## src/rtl/pwm_consts.vh

```
// Constants for the centre-aligned six-channel PWM carrier.
// Included by the PWM module; definitions only.
`ifndef PWM_CONSTS_VH
`define PWM_CONSTS_VH
`define CNT_W            12
`define CARRIER_MAX_RST  12'hC35
`define TRIG_DOWN_RST    12'h1E0
`define TRIG_UP_RST      12'hA55
`define DUTY_RST         12'h000
`define SYNC_STAGES      3
`define CLK_MHZ          40
`define CNT_ZERO         12'h000
`define CNT_STEP         12'h001
`define CNT_RST          12'h000
`define SYNC_SH_RST      3'h0
`define PULSE_RST        1'b0
`define GATE_RST         6'h00
`define UP_RST           1'b1
`endif

```

## src/rtl/center_pwm.v

```verilog
// Centre-aligned six-channel PWM with carrier latch, start pulse and sync.
// Assumes config ports come from same-clock logic; sync_in is asynchronous.
// How it works
// - Counter runs 0 up to maximum, back down to 0, forever.
// - Maximum 3,125 at 40 MHz gives 6.4 kHz; default value set so.
// - Carrier latch high one cycle at counter zero and at maximum.
// - Start pulse twice per period, fixed distance before each reversal.
// - Start fires on up trigger while rising, down trigger while falling.
// - Master sync out is one cycle wide; next sync in needs two high samples, so ignores it; all programmed alike.
// - Encoder strobe exactly at reversal, no offset.
`timescale 1ns/1ps
`include "pwm_consts.vh"
module center_pwm (
   input  wire        ref_clk,          // System clock
   input  wire        rst_b,            // Synchronous reset, active low
   input  wire [11:0] carrier_max,      // Carrier peak count
   input  wire [11:0] trigger_up,       // Start match while rising
   input  wire [11:0] trigger_down,     // Start match while falling
   input  wire [11:0] duty_a,           // Phase A compare value
   input  wire [11:0] duty_b,           // Phase B compare value
   input  wire [11:0] duty_c,           // Phase C compare value
   input  wire        is_master,        // High: free run, ignore sync_in
   input  wire        sync_in,          // Sync from upstream instance
   output reg         sync_out,         // Sync to downstream instance
   output reg         carrier_latch,    // Encoder strobe pulse
   output reg         start,            // ADC start pulse
   output reg  [5:0]  pwm_out,          // {c_lo,c_hi,b_lo,b_hi,a_lo,a_hi}
   output reg  [11:0] count_out,        // Current carrier count
   output reg         counting_up       // Direction of carrier
);
   // One-hot carrier direction
   localparam [1:0] DIR_UP   = 2'b01;
   localparam [1:0] DIR_DOWN = 2'b10;

   reg  [11:0]             cnt_reg;
   reg  [11:0]             cnt_next;
   reg  [1:0]              dir_reg;
   reg  [1:0]              dir_next;
   reg  [11:0]             duty_a_reg;
   reg  [11:0]             duty_b_reg;
   reg  [11:0]             duty_c_reg;
   reg  [`SYNC_STAGES-1:0] sync_sh_reg;
   reg                     sync_st_reg;
   wire                    rising;
   wire                    at_zero;
   wire                    at_max;
   wire                    reload;
   wire                    start_hit;
   wire                    sync_agree;
   wire                    sync_edge;
   wire [2:0]              gate_hi;

   // High-side gate on while the carrier sits below the duty value
   function gate_on;
      input [11:0] duty;
      input [11:0] cnt;
      begin
         gate_on = (cnt < duty);
      end
   endfunction

   // Start compare, shared by both carrier directions
   function trig_hit;
      input [11:0] cnt;
      input [11:0] trig;
      begin
         trig_hit = (cnt == trig);
      end
   endfunction

   assign rising     = (dir_reg == DIR_UP);
   assign at_zero    = (cnt_reg == `CNT_ZERO);
   // Peak caught at or above maximum: a lowered maximum cannot run away
   assign at_max     = rising & (cnt_reg >= carrier_max);
   assign reload     = at_zero | at_max;
   assign start_hit  = (rising & trig_hit(cnt_reg, trigger_up)) |
                       (~rising & trig_hit(cnt_reg, trigger_down));
   // Second and third stages agree: stable level seen
   assign sync_agree = (sync_sh_reg[`SYNC_STAGES-1] ==
                        sync_sh_reg[`SYNC_STAGES-2]);
   // Slave lags a sync_in rise held two cycles by the synchroniser, a fixed offset
   assign sync_edge  = ~is_master & sync_agree &
                       sync_sh_reg[`SYNC_STAGES-1] & ~sync_st_reg;
   assign gate_hi[0] = gate_on(duty_a_reg, cnt_reg);
   assign gate_hi[1] = gate_on(duty_b_reg, cnt_reg);
   assign gate_hi[2] = gate_on(duty_c_reg, cnt_reg);

   // Next count: up to the peak, down to zero, or restart on sync
   always @* begin
      cnt_next = cnt_reg;
      dir_next = dir_reg;
      if (sync_edge) begin
         cnt_next = `CNT_ZERO;
         dir_next = DIR_UP;
      end else begin
         case (dir_reg)
            DIR_UP: begin
               if (at_max) begin
                  dir_next = DIR_DOWN;
                  cnt_next = cnt_reg - `CNT_STEP;
               end else begin
                  cnt_next = cnt_reg + `CNT_STEP;
               end
            end
            DIR_DOWN: begin
               if (at_zero) begin
                  dir_next = DIR_UP;
                  cnt_next = `CNT_STEP;
               end else begin
                  cnt_next = cnt_reg - `CNT_STEP;
               end
            end
            default: begin
               // Broken direction code: restart the carrier cleanly
               dir_next = DIR_UP;
               cnt_next = `CNT_ZERO;
            end
         endcase
      end
   end

   // Three-stage synchroniser for the upstream sync pin
   always @(posedge ref_clk) begin
      if (!rst_b) begin
         sync_sh_reg <= `SYNC_SH_RST;
         sync_st_reg <= `PULSE_RST;
      end else begin
         sync_sh_reg <= {sync_sh_reg[`SYNC_STAGES-2:0], sync_in};
         if (sync_agree) begin
            sync_st_reg <= sync_sh_reg[`SYNC_STAGES-1];
         end
      end
   end

   // Carrier counter and its direction
   always @(posedge ref_clk) begin
      if (!rst_b) begin
         cnt_reg <= `CNT_RST;
         dir_reg <= DIR_UP;
      end else begin
         cnt_reg <= cnt_next;
         dir_reg <= dir_next;
      end
   end

   // Reload only at reversal so a half period is never torn
   always @(posedge ref_clk) begin
      if (!rst_b) begin
         duty_a_reg <= `DUTY_RST;
         duty_b_reg <= `DUTY_RST;
         duty_c_reg <= `DUTY_RST;
      end else if (reload) begin
         duty_a_reg <= duty_a;
         duty_b_reg <= duty_b;
         duty_c_reg <= duty_c;
      end
   end

   // Encoder strobe at both reversal points, aligned with count_out
   always @(posedge ref_clk) begin
      if (!rst_b) begin
         carrier_latch <= `PULSE_RST;
      end else begin
         carrier_latch <= at_zero | at_max;
      end
   end

   // Zero marks the period start in one cycle, too short for the next instance's sync_in filter
   always @(posedge ref_clk) begin
      if (!rst_b) begin
         sync_out <= `PULSE_RST;
      end else begin
         sync_out <= at_zero;
      end
   end

   // ADC start, ahead of each reversal by the trigger distance
   always @(posedge ref_clk) begin
      if (!rst_b) begin
         start <= `PULSE_RST;
      end else begin
         start <= start_hit;
      end
   end

   // Pairs are exact complements with no dead time;
   // the power stage must add its own if it needs one
   always @(posedge ref_clk) begin
      if (!rst_b) begin
         pwm_out <= `GATE_RST;
      end else begin
         pwm_out[0] <= gate_hi[0];
         pwm_out[1] <= ~gate_hi[0];
         pwm_out[2] <= gate_hi[1];
         pwm_out[3] <= ~gate_hi[1];
         pwm_out[4] <= gate_hi[2];
         pwm_out[5] <= ~gate_hi[2];
      end
   end

   // Carrier position as seen outside, one cycle late like the pulses
   always @(posedge ref_clk) begin
      if (!rst_b) begin
         count_out <= `CNT_RST;
      end else begin
         count_out <= cnt_reg;
      end
   end

   // Direction flag, same delay as count_out
   always @(posedge ref_clk) begin
      if (!rst_b) begin
         counting_up <= `UP_RST;
      end else begin
         counting_up <= rising;
      end
   end
endmodule // center_pwm

```

## config.mk

```make
export PLATFORM = sky130hd
export DESIGN_NAME = center_pwm
export DESIGN_NICKNAME = d
export VERILOG_FILES = /design/src/rtl/center_pwm.v
export VERILOG_INCLUDE_DIRS = /design/src /design/src/rtl
export SDC_FILE = /design/constraint.sdc
export NUM_CORES = 1
export LEC_CHECK = 0
export BUFFER_PORTS_ARGS = -buffer_cell sky130_fd_sc_hd__buf_2
export CAP_MARGIN = 10
export CORE_MARGIN = 2
export CORE_UTILIZATION = 40
export DETAILED_ROUTE_END_ITERATION = 8
export GPL_TIMING_DRIVEN = 0
export HOLD_SLACK_MARGIN = 0.12
export PLACE_DENSITY_LB_ADDON = 0.1
export SYNTH_ARGS = -nofsm -noshare
export SYNTH_HDL_FRONTEND = slang
export SYNTH_SLANG_ARGS = --single-unit
```

## constraint.sdc

```tcl
create_clock -name ref_clk -period 2.8 [get_ports ref_clk]
set_input_delay 0.42 -clock ref_clk [delete_from_list [all_inputs] [get_ports ref_clk]]
set_output_delay 0.42 -clock ref_clk [all_outputs]
set_load 0.02 [all_outputs]
```

==> results.tsv <==
stage	metric	value	unit
detailed_routing	avgViaCountPerCell	5.06	
synthesis	synth_top_cell_area_share	33.1	%
synthesis	netlist-cell-type-count	54	
sta	setup_viol	0	
synthesis	synth_edf_count	0	
clock_network	clock-sinks	76	
sta	finalHoldViolCount	0	
grt	gr-usage-all-layers	20.4	%
synthesis	synthTopCellsByArea	dfxtp_1 33%, ha_1 14%, mux2i_1 8.3%	
floorplan	row_count	39	
clock_network	cts.path.max_buffers	2	
final_layout	final_common_cell	buf_2	
floorplan	dieWidth	111	um
synthesis	syn_nets	656	
clock_network	path_clk_slew	60	ps
grt	grt_max_degree	13	
final_layout	mostFrequentLayoutCells	98 x buf_2, 85 x nand2_1, 75 x dfxtp_1	
placement	dp_hpwl	9080	um
clock_network	clock-root-buffer	clkbuf_16	
synthesis	synthCells	530	
synthesis	async_reset_ff_share	0	%
sta	whs	287	ps
detailed_routing	drc	0	
detailed_routing	totalWireLength	12100	um
synthesis	ys_seq_area_share	33.1	%
worst_setup_path	crit_fanout	10	
detailed_routing	vias	3970	
detailed_routing	drt_iter0_drc	180	
power_and_ir_drop	pwr-share-clk	18.9	%
grt	grt_antenna_before_repair	0	
power_and_ir_drop	netSwitchingPower	2.42	mW
floorplan	die_area	12400	um2
grt	grt_pass1_vias	3907	
synthesis	mappedNetlistArea	4600	um2
floorplan	start_util	40.6	%
power_and_ir_drop	irDropWorstVdd	0.637	mV
clock_network	clock_latency	350	ps
sta	finalCriticalPeriod	2650	ps
sta	tightest_slew	668	ps
final_layout	n_antenna_cell	0	
clock_network	cts_made_buffers	9	
worst_setup_path	cp.required	3010	ps
placement	place.gp.congestion	0.889	
worst_setup_path	cp_top_family	compound AO/OA/AOI/OAI gates	
grt	grt_pass1_wl	19800	um
power_and_ir_drop	p_leak	2.68	nW
final_layout	area_growth	20.9	%
worst_setup_path	crit_chain	ha_1 > a211o_1 > a31oi_1 > o221ai_2 > a311o_1 > buf_4 > a32oi_1 > o211ai_1	
final_layout	nFillCells	1147	
outcome	status	complete, no violations	
synthesis	synth_flop_cell	dfxtp_1	
floorplan	fp.dieH	111	um
detailed_routing	ant_nets	0	
synthesis	synth-seq-cells	76	
worst_setup_path	slowest_delay	510	ps
floorplan	core_area	11300	um2
worst_setup_path	critPathKind	reg2reg	
sta	min_period_over_period	94.5	%
placement	io_buffers	96	
power_and_ir_drop	powerDensity	1050	nW/um2
synthesis	syn-mean-instance-area	8.67	um2
detailed_routing	drt_pass1_iterations	4	
sta	max_freq	378	MHz
clock_network	cts-htree-levels	3	
final_layout	post-route-util	49.1	%
worst_setup_path	crit_buf_inv	1	
power_and_ir_drop	p_sw_share	41.3	%
synthesis	yosys.area.top_type	dfxtp_1	
sta	fin_skew	7.97	ps
floorplan	ios	98	
worst_setup_path	endpoint_kind	flip-flop	
min_path	holdCritPathClass	in2reg	
sta	rsz0062_at_grt	no	
final_layout	drive_gt1_share	20.4	%
worst_setup_path	start_kind	flip-flop	
clock_network	ctsHoldBuffers	0	
clock_network	cts_tree	built	
power_and_ir_drop	comb_power_share	53.5	%
synthesis	synth-warning-count	0	
grt	overflow	0	
power_and_ir_drop	p_int	3.43	mW
worst_setup_path	crit_slowest_cell	dfxtp_1	
power_and_ir_drop	seqPwrFrac	27.6	%
sta	drv_slew	0	
sta	slew_headroom	55.1	%
job	drv_cap	0	
final_layout	nNetsFinal	763	
worst_setup_path	cp_data_arrival_time	2860	ps
detailed_routing	routedWlPerCell	15.4	um
## power groups by stage
stage                     logic, mW  clock network, mW  registers, mW
after floorplan                2.31                  0           1.62
after global placement         3.02                  0           1.63
after detailed placement       3.09                  0           1.64
after CTS                      3.11               1.14           1.61
after global routing           3.49               1.19           1.64
final                          3.12               1.11           1.61
## cells in the mapped netlist (4+ instances only)
cell type	instances
clkbuf_1	19
and3_1	13
nand2_1	85
xnor2_1	12
xor2_1	12
inv_1	51
nor2b_1	4
nor2_1	8
o21a_1	4
mux2i_1	38
a21boi_0	7
nand2b_1	9
nand3_1	11
nor3_1	4
a32oi_1	12
a21o_1	7
buf_6	5
and2_1	18
o211ai_1	4
o21ai_1	6
a21oi_1	14
buf_2	4
dfxtp_1	76
ha_1	50
nand4_1	9
## final timing paths
path                                     start             end  slack (ps)  cells past startpoint
worst max register to register      cnt_reg[2]      cnt_reg[3]         150                      8
worst min register to register  sync_sh_reg[0]  sync_sh_reg[1]         440                      1
worst max-delay path                cnt_reg[2]      cnt_reg[3]         150                      8
worst min-delay path                   sync_in  sync_sh_reg[0]         290                      2
## metrics by stage
stage	instances	worst slack [ps]	power (mW)	setup TNS, ps	instance area [um2]
floorplan	530	420	3.93	0	4600
global placement	769	-258	4.65	-9330	5260
detailed placement	769	-203	4.72	-6640	5260
CTS	784	97.2	5.86	0	5540
global route	784	11.6	6.32	0	5560
finish	784	154	5.84	0	5560
## layer usage
layer  vias to the layer above  GRT usage [%]  share of wire [%]
met2                       138           32.8                 45
met5                         -              0                  0
met3                        21           4.21                5.9
met1                      1776           26.7                 47
met4                         0           8.56                2.5
li1                       2035              -                  -
## kinds of logic after synthesis
family / Yosys count / share of synthesized area (%)
AO/OA/AOI/OAI: 80 / 12.7
XOR/XNOR: 24 / 4.57
adder cells (fa/ha/maj): 50 / 13.6
buffers and inverters: 85 / 8.11
flip-flops: 76 / 33.1
AND/OR/NAND/NOR: 177 / 19.7
multiplexers: 38 / 8.27
## repair_timing
action	CTS	global route
gates resized for setup	2	7
buffers inserted	0	0
setup endpoints to repair	47	40
## layout make-up
cell class | count | area (um2) | share of cell area, %
multi-input cells | 369 | 2710 | 48.8
well taps | 143 | 179 | 3.22
clock inverters | 3 | 21.3 | 0.383
flip-flops and latches | 76 | 1520 | 27.4
plain buffers | 33 | 190 | 3.42
repair buffers | 96 | 480 | 8.64
clock buffers | 12 | 256 | 4.62
inverters | 52 | 195 | 3.51
Power figures use the tool's default switching activity.
